--- config.mk ---
export PLATFORM = sky130hd
export DESIGN_NAME = ess_electrode_select_supervisor
export DESIGN_NICKNAME = d
export VERILOG_FILES = /design/src/hw/ess_sync.v /design/src/hw/ess_tsel_decode.v /design/src/hw/ess_electrode_select_supervisor.v
export VERILOG_INCLUDE_DIRS = /design/src /design/src/hw
export SDC_FILE = /design/constraint.sdc
export NUM_CORES = 1
export LEC_CHECK = 0
export ABC_AREA = 1
export BUFFER_PORTS_ARGS = -buffer_cell sky130_fd_sc_hd__buf_2
export CAP_MARGIN = 20
export CORE_MARGIN = 4
export CORE_UTILIZATION = 57
export DETAILED_ROUTE_END_ITERATION = 8
export HOLD_SLACK_MARGIN = 0.15
export PLACE_DENSITY = 0.81
export REMOVE_ABC_BUFFERS = 1
export SYNTH_ARGS = -nofsm -noshare
export SYNTH_HDL_FRONTEND = slang
export SYNTH_SLANG_ARGS = --single-unit
--- constraint.sdc ---
create_clock -name clk -period 3.9 [get_ports clk]
set_clock_uncertainty 0.15 [all_clocks]
set_input_delay 0.78 -clock clk [delete_from_list [all_inputs] [get_ports clk]]
set_output_delay 0.78 -clock clk [all_outputs]
set_load 0.01 [all_outputs]
--- src/hw/ess_map.vh ---
// ess_map.vh: select codes, output field layout and supervisor timing
// assumes: included by the decoder and top design files of the electrode select supervisor
`ifndef ESS_MAP_VH
`define ESS_MAP_VH

// terminal select codes
`define ESS_CODE_SOURCE 4'h0
`define ESS_CODE_E1 4'h1
`define ESS_CODE_E9 4'h9
`define ESS_CODE_REF_A 4'ha
`define ESS_CODE_REF_B 4'hb
`define ESS_CODE_OSC 4'hc
`define ESS_CODE_OSC_RES 4'hd
`define ESS_CODE_GND 4'he
`define ESS_CODE_RSVD 4'hf

// widths and field positions
`define ESS_CODE_W 4
`define ESS_N_ELEC 9
`define ESS_N_REF 2
`define ESS_N_TERM 11
`define ESS_N_INT 4
`define ESS_INT_SOURCE 0
`define ESS_INT_OSC 1
`define ESS_INT_OSC_RES 2
`define ESS_INT_GND 3

// reset values
`define ESS_ELEC_RST 9'h000
`define ESS_REF_RST 2'h0
`define ESS_INT_RST 4'h1
`define ESS_GND_RST 9'h1ff

// oscillator and supervisor timing, in ms and in oscillator cycles
`define ESS_OSC_HZ 120000
`define ESS_POR_MS 20
`define ESS_WD_MS 68
`define ESS_WD_HOLD_MS 20
`define ESS_POR_OSC ((`ESS_POR_MS * `ESS_OSC_HZ) / 1000)
`define ESS_WD_OSC ((`ESS_WD_MS * `ESS_OSC_HZ) / 1000)
`define ESS_WD_HOLD_OSC ((`ESS_WD_HOLD_MS * `ESS_OSC_HZ) / 1000)
`define ESS_TMR_W 14

// system clock
`define ESS_CLK_NS 10

`endif

--- src/hw/ess_sync.v ---
// ess_sync: two flip-flop synchroniser for asynchronous pins, any width
// assumes: one clock domain, async active-low reset
`timescale 1ns/1ns
module ess_sync #(
  parameter WIDTH = 1,
  parameter [WIDTH-1:0] RST_VAL = {WIDTH{1'b0}}
) (
  clk,
  reset_n,
  d_async,
  q_sync
);
  input wire clk;
  input wire reset_n;
  input wire [WIDTH-1:0] d_async;
  output reg [WIDTH-1:0] q_sync;

  reg [WIDTH-1:0] meta_r;

  // first stage feeds only the second stage
  always @(posedge clk or negedge reset_n) begin
    if (!reset_n) begin
      meta_r <= RST_VAL;
      q_sync <= RST_VAL;
    end else begin
      meta_r <= d_async;
      q_sync <= meta_r;
    end
  end
endmodule // ess_sync

--- src/hw/ess_tsel_decode.v ---
// ess_tsel_decode: turns a 4-bit terminal select code into one-hot selects
// assumes: code is already synchronised; the caller registers the outputs
`timescale 1ns/1ns
`include "ess_map.vh"
module ess_tsel_decode (
  code,
  elec_sel,
  ref_sel,
  int_sel
);
  input wire [`ESS_CODE_W-1:0] code;
  output reg [`ESS_N_ELEC-1:0] elec_sel;
  output reg [`ESS_N_REF-1:0] ref_sel;
  output reg [`ESS_N_INT-1:0] int_sel;

  // one-hot of a code, at most one bit set
  function [15:0] ess_onehot;
    input [`ESS_CODE_W-1:0] c;
    begin
      ess_onehot = 16'h0001 << c;
    end
  endfunction

  reg [15:0] oh;

  always @* begin
    oh = ess_onehot(code);
    elec_sel = oh[`ESS_CODE_E9:`ESS_CODE_E1];
    ref_sel = oh[`ESS_CODE_REF_B:`ESS_CODE_REF_A];
    int_sel[`ESS_INT_SOURCE] = oh[`ESS_CODE_SOURCE];
    int_sel[`ESS_INT_OSC] = oh[`ESS_CODE_OSC];
    int_sel[`ESS_INT_OSC_RES] = oh[`ESS_CODE_OSC_RES];
    int_sel[`ESS_INT_GND] = oh[`ESS_CODE_GND];
    // reserved code selects nothing
  end
endmodule // ess_tsel_decode

--- src/hw/ess_electrode_select_supervisor.v ---
// ess_electrode_select_supervisor: terminal select multiplexer control,
// grounding switches, square clock output and supply/watchdog supervisor.
// assumes: osc_sq is the square form of the analog sine oscillator; supply
// comparators and the select and kick pins are asynchronous to clk.
//
// How it works
// - the controller's 4-bit code, D high and A low, picks electrodes 1..9 with codes 1..9 and references A and B with 10 and 11.
// - code 0 routes the internal source, 12 the oscillator, 13 the oscillator after its resistor, 14 internal ground, 15 is reserved.
// - every sensing electrode that is not selected has its grounding switch closed.
// - the reference terminals are never grounded, selected or not.
// - at most one terminal is driven at a time and the choice follows only the current code.
// - the receive multiplexer picks the very terminal that is driven, switching in the same cycle.
// - the selected electrode or reference terminal is switched onto the shield driver input.
// - the clock output is a square wave at the oscillator frequency.
// - supervisor time-outs count oscillator cycles, and power-on reset lasts 9 to 50 ms.
// - the watchdog fires after 50 to 250 ms (68 typical) without service and then holds reset 9 to 50 ms.
// - the controller must give rising edges on the kick input often enough, else reset is pulled low.
// - reset stays low until supply has stayed good for the time-out, and restarts on any dip.
// - an over-voltage supply forces reset low.
`timescale 1ns/1ns
`include "ess_map.vh"
module ess_electrode_select_supervisor #(
  parameter POR_OSC = `ESS_POR_OSC,
  parameter WD_OSC = `ESS_WD_OSC,
  parameter WD_HOLD_OSC = `ESS_WD_HOLD_OSC
) (
  clk,
  reset_n,
  terminal_select_code,
  watchdog_kick_input,
  osc_sq,
  vcc_above_min,
  vcc_above_max,
  elec_drive_sel,
  ref_drive_sel,
  int_node_sel,
  elec_ground_en,
  rx_elec_sel,
  rx_ref_sel,
  rx_int_sel,
  shield_in_sel,
  clk_out,
  mcu_reset_n
);
  input wire clk;
  input wire reset_n;
  input wire [`ESS_CODE_W-1:0] terminal_select_code;
  input wire watchdog_kick_input;
  input wire osc_sq;
  input wire vcc_above_min;
  input wire vcc_above_max;
  output reg [`ESS_N_ELEC-1:0] elec_drive_sel;
  output reg [`ESS_N_REF-1:0] ref_drive_sel;
  output reg [`ESS_N_INT-1:0] int_node_sel;
  output reg [`ESS_N_ELEC-1:0] elec_ground_en;
  output reg [`ESS_N_ELEC-1:0] rx_elec_sel;
  output reg [`ESS_N_REF-1:0] rx_ref_sel;
  output reg [`ESS_N_INT-1:0] rx_int_sel;
  output reg [`ESS_N_TERM-1:0] shield_in_sel;
  output reg clk_out;
  output reg mcu_reset_n;

  localparam [1:0] ST_POR = 2'h0;
  localparam [1:0] ST_RUN = 2'h1;
  localparam [1:0] ST_HOLD = 2'h2;

  // last count of a time-out, cut to the timer width
  function [`ESS_TMR_W-1:0] ess_tmr_last;
    input integer ticks;
    integer n;
    begin
      n = ticks - 1;
      ess_tmr_last = n[`ESS_TMR_W-1:0];
    end
  endfunction

  // timer step, wraps within its width
  function [`ESS_TMR_W-1:0] ess_tmr_inc;
    input [`ESS_TMR_W-1:0] t;
    begin
      ess_tmr_inc = t + {{(`ESS_TMR_W-1){1'b0}}, 1'b1};
    end
  endfunction

  // tick that ends a time-out
  function ess_tmr_done;
    input [`ESS_TMR_W-1:0] t;
    input [`ESS_TMR_W-1:0] last;
    begin
      ess_tmr_done = (t == last);
    end
  endfunction

  localparam [`ESS_TMR_W-1:0] POR_LAST = ess_tmr_last(POR_OSC);
  localparam [`ESS_TMR_W-1:0] WD_LAST = ess_tmr_last(WD_OSC);
  localparam [`ESS_TMR_W-1:0] HOLD_LAST = ess_tmr_last(WD_HOLD_OSC);

  // synchronised pins
  wire [`ESS_CODE_W-1:0] code_s;
  wire kick_s;
  wire osc_s;
  wire vmin_s;
  wire vmax_s;

  ess_sync #(
    .WIDTH(`ESS_CODE_W),
    .RST_VAL(`ESS_CODE_SOURCE)
  ) u_code_sync (
    .clk(clk),
    .reset_n(reset_n),
    .d_async(terminal_select_code),
    .q_sync(code_s)
  );

  // kick pin, idle low so no false edge after reset
  ess_sync #(
    .WIDTH(1),
    .RST_VAL(1'b0)
  ) u_kick_sync (
    .clk(clk),
    .reset_n(reset_n),
    .d_async(watchdog_kick_input),
    .q_sync(kick_s)
  );

  // oscillator square wave
  ess_sync #(
    .WIDTH(1),
    .RST_VAL(1'b0)
  ) u_osc_sync (
    .clk(clk),
    .reset_n(reset_n),
    .d_async(osc_sq),
    .q_sync(osc_s)
  );

  // supply low comparator, reads bad until seen good
  ess_sync #(
    .WIDTH(1),
    .RST_VAL(1'b0)
  ) u_vmin_sync (
    .clk(clk),
    .reset_n(reset_n),
    .d_async(vcc_above_min),
    .q_sync(vmin_s)
  );

  // supply high comparator
  ess_sync #(
    .WIDTH(1),
    .RST_VAL(1'b0)
  ) u_vmax_sync (
    .clk(clk),
    .reset_n(reset_n),
    .d_async(vcc_above_max),
    .q_sync(vmax_s)
  );

  // decode of the synchronised code
  wire [`ESS_N_ELEC-1:0] dec_elec;
  wire [`ESS_N_REF-1:0] dec_ref;
  wire [`ESS_N_INT-1:0] dec_int;

  ess_tsel_decode u_decode (
    .code(code_s),
    .elec_sel(dec_elec),
    .ref_sel(dec_ref),
    .int_sel(dec_int)
  );

  // edge detection on synchronised levels
  reg kick_d_r;
  reg osc_d_r;
  wire kick_rise;
  wire osc_tick;

  always @(posedge clk or negedge reset_n) begin
    if (!reset_n) begin
      kick_d_r <= 1'b0;
      osc_d_r <= 1'b0;
    end else begin
      kick_d_r <= kick_s;
      osc_d_r <= osc_s;
    end
  end

  assign kick_rise = kick_s & ~kick_d_r;
  assign osc_tick = osc_s & ~osc_d_r;

  // multiplexer and switch outputs
  always @(posedge clk or negedge reset_n) begin
    if (!reset_n) begin
      elec_drive_sel <= `ESS_ELEC_RST;
      ref_drive_sel <= `ESS_REF_RST;
      int_node_sel <= `ESS_INT_RST;
      elec_ground_en <= `ESS_GND_RST;
      rx_elec_sel <= `ESS_ELEC_RST;
      rx_ref_sel <= `ESS_REF_RST;
      rx_int_sel <= `ESS_INT_RST;
      shield_in_sel <= {`ESS_N_TERM{1'b0}};
    end else begin
      elec_drive_sel <= dec_elec;
      ref_drive_sel <= dec_ref;
      int_node_sel <= dec_int;
      elec_ground_en <= ~dec_elec;
      rx_elec_sel <= dec_elec;
      rx_ref_sel <= dec_ref;
      rx_int_sel <= dec_int;
      shield_in_sel <= {dec_ref, dec_elec};
    end
  end

  always @(posedge clk or negedge reset_n) begin
    if (!reset_n) begin
      clk_out <= 1'b0;
    end else begin
      clk_out <= osc_s;
    end
  end

  // supervisor
  reg [1:0] state_r;
  reg [1:0] state_nxt;
  reg [`ESS_TMR_W-1:0] tmr_r;
  reg [`ESS_TMR_W-1:0] tmr_nxt;
  reg rst_nxt;
  wire supply_bad;

  assign supply_bad = ~vmin_s | vmax_s;

  always @* begin
    state_nxt = state_r;
    tmr_nxt = tmr_r;
    rst_nxt = 1'b0;
    case (state_r)
      ST_POR: begin
        if (osc_tick) begin
          if (ess_tmr_done(tmr_r, POR_LAST)) begin
            state_nxt = ST_RUN;
            tmr_nxt = {`ESS_TMR_W{1'b0}};
            rst_nxt = 1'b1;
          end else begin
            tmr_nxt = ess_tmr_inc(tmr_r);
          end
        end
      end
      ST_RUN: begin
        rst_nxt = 1'b1;
        if (kick_rise) begin
          tmr_nxt = {`ESS_TMR_W{1'b0}};
        end else if (osc_tick) begin
          if (ess_tmr_done(tmr_r, WD_LAST)) begin
            state_nxt = ST_HOLD;
            tmr_nxt = {`ESS_TMR_W{1'b0}};
            rst_nxt = 1'b0;
          end else begin
            tmr_nxt = ess_tmr_inc(tmr_r);
          end
        end
      end
      ST_HOLD: begin
        if (osc_tick) begin
          if (ess_tmr_done(tmr_r, HOLD_LAST)) begin
            state_nxt = ST_RUN;
            tmr_nxt = {`ESS_TMR_W{1'b0}};
            rst_nxt = 1'b1;
          end else begin
            tmr_nxt = ess_tmr_inc(tmr_r);
          end
        end
      end
      default: begin
        state_nxt = ST_POR;
        tmr_nxt = {`ESS_TMR_W{1'b0}};
      end
    endcase
    if (supply_bad) begin
      state_nxt = ST_POR;
      tmr_nxt = {`ESS_TMR_W{1'b0}};
      rst_nxt = 1'b0;
    end
  end

  always @(posedge clk or negedge reset_n) begin
    if (!reset_n) begin
      state_r <= ST_POR;
      tmr_r <= {`ESS_TMR_W{1'b0}};
      mcu_reset_n <= 1'b0;
    end else begin
      state_r <= state_nxt;
      tmr_r <= tmr_nxt;
      mcu_reset_n <= rst_nxt;
    end
  end
endmodule // ess_electrode_select_supervisor

## Yosys cells after proc, flatten, opt, wreduce, memory -nomap -nowiden

Index checks and enable logic that the tools add are counted.

| cells by class | value |
|---|---|
| multipliers | 0 |
| div/mod/pow operators | 0 |
| add/sub/neg operators | 1 |
| equal/unequal tests | 10 |
| reduce and logical (&&, ||, !) cells | 4 |
| shift-type cells | 1 |
| magnitude comparators | 0 |
| bitwise operators | 7 |
| multiplexer cells | 21 |

Operators with widths:

| kind | count |
|---|---|
| 14-bit 2-to-1 mux | 6 |
| 14-bit one-hot mux with 2 select lines | 1 |
| 1-bit by 4-bit left shift with 15-bit output (first input constant) | 1 |
| 14-bit by 1-bit adder with 14-bit output (second input constant) | 1 |
| 14-bit by 12-bit equality test with 1-bit output (second input constant) | 1 |
| 14-bit by 13-bit equality test with 1-bit output (second input constant) | 1 |
| 2-bit 2-to-1 mux | 6 |
| 3-bit inequality test (second input constant) | 3 |
| 9-bit NOT | 1 |
| 1-bit 2-to-1 mux | 6 |
| 3-bit by 1-bit inequality test with 1-bit output (second input constant) | 2 |
| 5-bit AND reduction | 1 |
| 4-bit inequality test (second input constant) | 1 |
| 2-bit one-hot mux with 2 select lines | 1 |
| 1-bit NOT | 3 |
| 1-bit AND | 2 |
| 2-bit by 1-bit equality test with 1-bit output (second input constant) | 1 |
| 2-bit equality test (second input constant) | 1 |
| 2-bit zero test | 1 |
| 1-bit one-hot mux with 2 select lines | 1 |
| 2-bit AND reduction | 1 |
| 2-bit OR reduction | 1 |
| 1-bit bitwise OR | 1 |

| word-level totals | value |
|---|---|
| register bits after elaboration | 70 |
| memories kept | 0 |
| output and inout port bits | 52 |
| latch bits | 0 |
| word-level logic and storage cells | 64 |
| input port bits | 10 |
| RAM bits | 0 |
| bits in read-only memories | 0 |

## Logic depth before layout (Yosys ltp)

| logic depth | value |
|---|---|
| depth after elaboration | 6 |
| depth in mapped cells | 11 |

## Modules after synthesis

Synthesis repeated with hierarchy kept, for this count alone.

| unflattened totals | value |
|---|---|
| cell total of the unflattened synthesis | 263 |
| area, all modules | 2,529.9 sq um |

By module, submodules not included:

| module | times used | cells an instance | area an instance (sq um) |
|---|---|---|---|
| ess_electrode_select_supervisor | 1 | 217 | 2,008.2 |
| ess_sync (u_code_sync) | 1 | 8 | 200.2 |
| ess_sync (u_kick_sync ...) | 4 | 2 | 50.0 |
| ess_tsel_decode | 1 | 30 | 121.4 |

## Worst setup path after synthesis

No wires, ideal clock.

| timing | value |
|---|---|
| path type | reg-to-reg |
| start | register tmr_r[0] |
| end | register tmr_r[11] |
| cell stages (with the launch flop) | 9 |
| period minus slack after synthesis | 1.581 ns |
| arrival | 1.305 ns |
| setup slack | 2.319 ns |
| setup time | 0.125 ns |
| cell sequence | dfrtp_1 ha_1 nand3_1 nor2_1 nand2_1 nand2_1 nand2_2 a21oi_4 nor2_1 |

| on the way | value |
|---|---|
| longest elaborated chain between the ends | 6 |
| elaborated cells on any way between the ends | 10 |

RTL lines:

| element | RTL line | RTL |
|---|---|---|
| start, declared | ess_electrode_select_supervisor.v:224 | `` reg [`ESS_TMR_W-1:0] tmr_r; `` |
| start signal, assigned | ess_electrode_select_supervisor.v:287 | `` tmr_r <= {`ESS_TMR_W{1'b0}}; `` |
| start signal, assigned | ess_electrode_select_supervisor.v:291 | `tmr_r <= tmr_nxt;` |
| 14-bit by 1-bit adder with 14-bit output / 14-bit by 13-bit equality test with 1-bit output (equally long branches) | ess_electrode_select_supervisor.v:81, ess_electrode_select_supervisor.v:90 |  |
| 14-bit 2-to-1 mux | ess_electrode_select_supervisor.v:252 | `if (ess_tmr_done(tmr_r, WD_LAST)) begin` |
| 14-bit 2-to-1 mux | ess_electrode_select_supervisor.v:251 | `end else if (osc_tick) begin` |
| 14-bit 2-to-1 mux | ess_electrode_select_supervisor.v:249 | `if (kick_rise) begin` |
| 14-bit one-hot mux with 2 select lines (*) | ess_electrode_select_supervisor.v:235 | `case (state_r)` |
| 14-bit 2-to-1 mux (*) | ess_electrode_select_supervisor.v:277 | `if (supply_bad) begin` |

Mark *: on every way between the ends. The rest lies on a longest branch, timed or not. The select of a mux whose other input is x is not followed.
A chain may end at the register's enable or synchronous reset.

## Final worst setup path

| timing | value |
|---|---|
| start | register elec_ground_en[3] |
| end | output elec_ground_en[3] |

RTL lines:

| element | RTL line | RTL |
|---|---|---|
| start, declared | ess_electrode_select_supervisor.v:55 | `` output reg [`ESS_N_ELEC-1:0] elec_ground_en; `` |
| start signal, assigned | ess_electrode_select_supervisor.v:196 | `` elec_ground_en <= `ESS_GND_RST; `` |
| start signal, assigned | ess_electrode_select_supervisor.v:205 | `elec_ground_en <= ~dec_elec;` |

No word-level cell between the ends.

==> metrics.md <==
| Metric | Value |
|---|---|
| Status | completed |
| GPL Wtd Cong | 0.8754 |
| Via Count | 1,763 |
| Critical Path End Type | primary output |
| Fin Setup TNS | 0 ns |
| LEAKAGE | 0.001479 uW |
| Clock period minus worst slack | 1.911 ns |
| Root Driver | clkbuf_8 |
| Vias in the first global route | 1,720 |
| Post-CTS Resized | 0 |
| CTS buffer count | 9 |
| HP Class | reg2reg |
| Total gr overflow | 0 |
| CP startpoint kind | register |
| Critical path type | reg2out |
| Die Y-Extent | 74.69 um |
| Drt total wl | 4590 um |
| Post-CTS Setup Inserts | 0 |
| TritonCTS clock tree | done |
| Pint | 1031 uW |
| Multi-input gate area | 683.2 um^2 |
| Netlist area before placement | 2535 um^2 |
| Netlist cell types | 31 |
| CTS H-tree lvls | 3 |
| Net Sw Frac | 0.2194 |
| Worst path buffer plus inverter count | 1 |
| Pin count of the biggest net entering global routing | 44 |
| Drt wl/cell | 12.75 um |
| Synth Register Bits | 59 |
| CP top delay family | flip-flops |
| Die W | 74.69 um |
| Setup Viol. Count Final | 0 |
| Commonest non-fill, non-tap cells in the layout | buf_2, dfrtp_1, nand2_1 |
| Worst-Skew Late Latency | 0.33 ns |
| Worst-path clk slew | 0.07 ns |
| Pwr/cell area | 452.3 nW/um^2 |
| DR iter-0 viols | 66 |
| Largest stage delay on the critical path | 0.53 ns |
| RSZ-0062 raised after global routing | no |
| Pre-antenna DRT Iters | 5 |
| Max Buffers Root-to-Sink | 2 |
| Slew Viols, Final | 0 |
| CP max stage cell | dfstp_2 |
| Fin util | 0.7047 |
| IO Port Bufs | 61 |
| Relative slew slack | 0.3901 |
| P_sw | 289.9 uW |
| Post-synthesis instance total | 260 |
| Worst Path Required | 2.97 ns |
| Yosys warns | 0 |
| Sequential power share | 0.486 |
| Fmax | 523.3 MHz |
| Max_cap viols | 0 |
| First-pass GRT wire length | 7652 um |
| Critical path peak fanout | 1 |
| Total GRT Usage | 0.1895 |
| Most common cell after layout, fill and taps aside | buf_2 |
| Clock share of power | 0.462 |
| Post-CTS Hold Fix Bufs | 0 |
| Share of cells above drive strength 1 | 0.3516 |
| Initial antenna violation count | 0 |
| DRC | 0 |
| Die area | 5578 um^2 |
| Final hold vios | 0 |
| Fill cells | 302 |
| HPWL after DPL | 3278 um |
| Clock sinks | 59 |
| Core Rows | 23 |
| Core footprint | 4144 um^2 |
| Starting Density | 0.6117 |
| Top Ports | 62 |
| Part of the power in combinational logic | 0.052 |
| Avg Cell Area, Syn | 9.750 um^2 |
| Vias per cell | 4.897 |
| Max VDD drop | 0.3275 mV |
| Sequential area share after synthesis | 0.5874 |
| Post-DRT Antenna Nets | 0 |
| Antenna cells | 0 |
| Worst path arrival time | 0.98 ns |
| Worst-margin pin slew | 0.9148 ns |
| Total power draw | 1321 uW |
| P&R area growth vs syn | 15.20% |
| Final net count | 316 |
| Final period util | 0.4900 |
| Reg area | 1489 um^2 |
| Critical path, cell by cell | buf_2 |
## registers in the layout, indices dropped and copies added (netlist names), 2 cells and up
signal / count
elec_ground_en: 9
rx_int_sel: 4
shield_in_sel: 10
state_r: 2
tmr_r: 14
u_code_sync.meta_r: 4
u_code_sync.q_sync: 4
## power by group through the flow
| stage | sequential [uW] | combinational (uW) | clock, uW |
|---|---|---|---|
| finish | 642 | 69.0 | 610 |
| global route | 644 | 78.2 | 664 |
| CTS | 642 | 70.8 | 621 |
| floorplan | 659 | 25.1 | 0 |
| detailed placement | 652 | 70.7 | 0 |
| global placement | 652 | 68.5 | 0 |
## stage by stage
step	worst slack (ns)	area, um^2	hold slack, ns	std cells
2_1_floorplan	2.319	2325	0.1812	232
3_3_place_gp	1.968	2700	0.1814	344
3_5_place_dp	1.921	2700	0.1847	344
4_1_cts	1.972	2920	0.1994	360
5_1_grt	1.860	2920	0.2050	360
6_report	1.989	2920	0.1981	360
## synth_stat cells
| cell type | count | area (um^2) |
|---|---|---|
| nand3_4 | 1 | 17.52 |
| nand4_1 | 1 | 6.260 |
| inv_1 | 36 | 135.1 |
| nand2_2 | 5 | 31.28 |
| ha_1 | 1 | 12.51 |
| o31ai_1 | 2 | 15.01 |
| o21ai_2 | 1 | 8.760 |
| a21o_1 | 1 | 7.510 |
| inv_4 | 1 | 6.260 |
| nor3_2 | 1 | 10.01 |
| nand3_2 | 3 | 30.03 |
| nand2_1 | 40 | 150.1 |
| nor3_1 | 10 | 50.05 |
| o21ai_0 | 2 | 10.01 |
| inv_2 | 3 | 11.26 |
| xor2_1 | 2 | 17.52 |
| nand3_1 | 13 | 65.06 |
| nor2_1 | 33 | 123.9 |
| a21oi_1 | 4 | 20.02 |
| clkbuf_1 | 1 | 3.750 |
| dfstp_2 | 10 | 262.8 |
| buf_6 | 1 | 11.26 |
| nor2_4 | 2 | 22.52 |
| xnor2_1 | 1 | 8.760 |
| a2bb2oi_1 | 1 | 8.760 |
| a21oi_4 | 1 | 16.27 |
| nand2_4 | 1 | 11.26 |
| dfrtp_1 | 49 | 1226 |
| o21ai_1 | 3 | 15.01 |
| buf_4 | 26 | 195.2 |
| nor2_2 | 4 | 25.02 |
## area by class of cell
type                       count  area share
clock buffer                  12     0.04970
clock inverter                 4     0.02571
inverter                      40     0.05227
multi-input combinational    133      0.2339
sequential                    59      0.5099
tap                           50     0.02142
timing repair buffer          62      0.1071
## per-layer routing
metal | wire length (um) | share of wire | track usage
met3 | 279 | 0.061 | 0.06409
met2 | 2392 | 0.52 | 0.3093
met1 | 1846 | 0.40 | 0.2266
met5 | 0 | 0 | 0
met4 | 70 | 0.015 | 0.09091
## cell families (layout without fill, tap and decap cells)
kind of cell | count (synthesis) | after routing | share of synthesized area
AO/OA/AOI/OAI | 15 | 15 | 0.03998
XOR/XNOR | 3 | 3 | 0.01037
flip-flops | 59 | 59 | 0.5874
buffers and inverters | 68 | 118 | 0.1431
adder cells (fa/ha/maj) | 1 | 1 | 0.004935
AND/OR/NAND/NOR | 114 | 114 | 0.2142
## worst paths after layout
path,from,to,slack (ns),depth (start not counted)
max,elec_ground_en[3],elec_ground_en[3],1.99,1
min,u_code_sync.meta_r[2],u_code_sync.q_sync[2],0.20,0
max reg2reg,tmr_r[0],tmr_r[11],2.07,8
min reg2reg,u_code_sync.meta_r[2],u_code_sync.q_sync[2],0.20,0
max in group asynchronous,reset_n,elec_ground_en[4],2.34,2
min in group asynchronous,reset_n,tmr_r[13],0.43,1
Note: power is estimated with default switching activity, not from simulation.
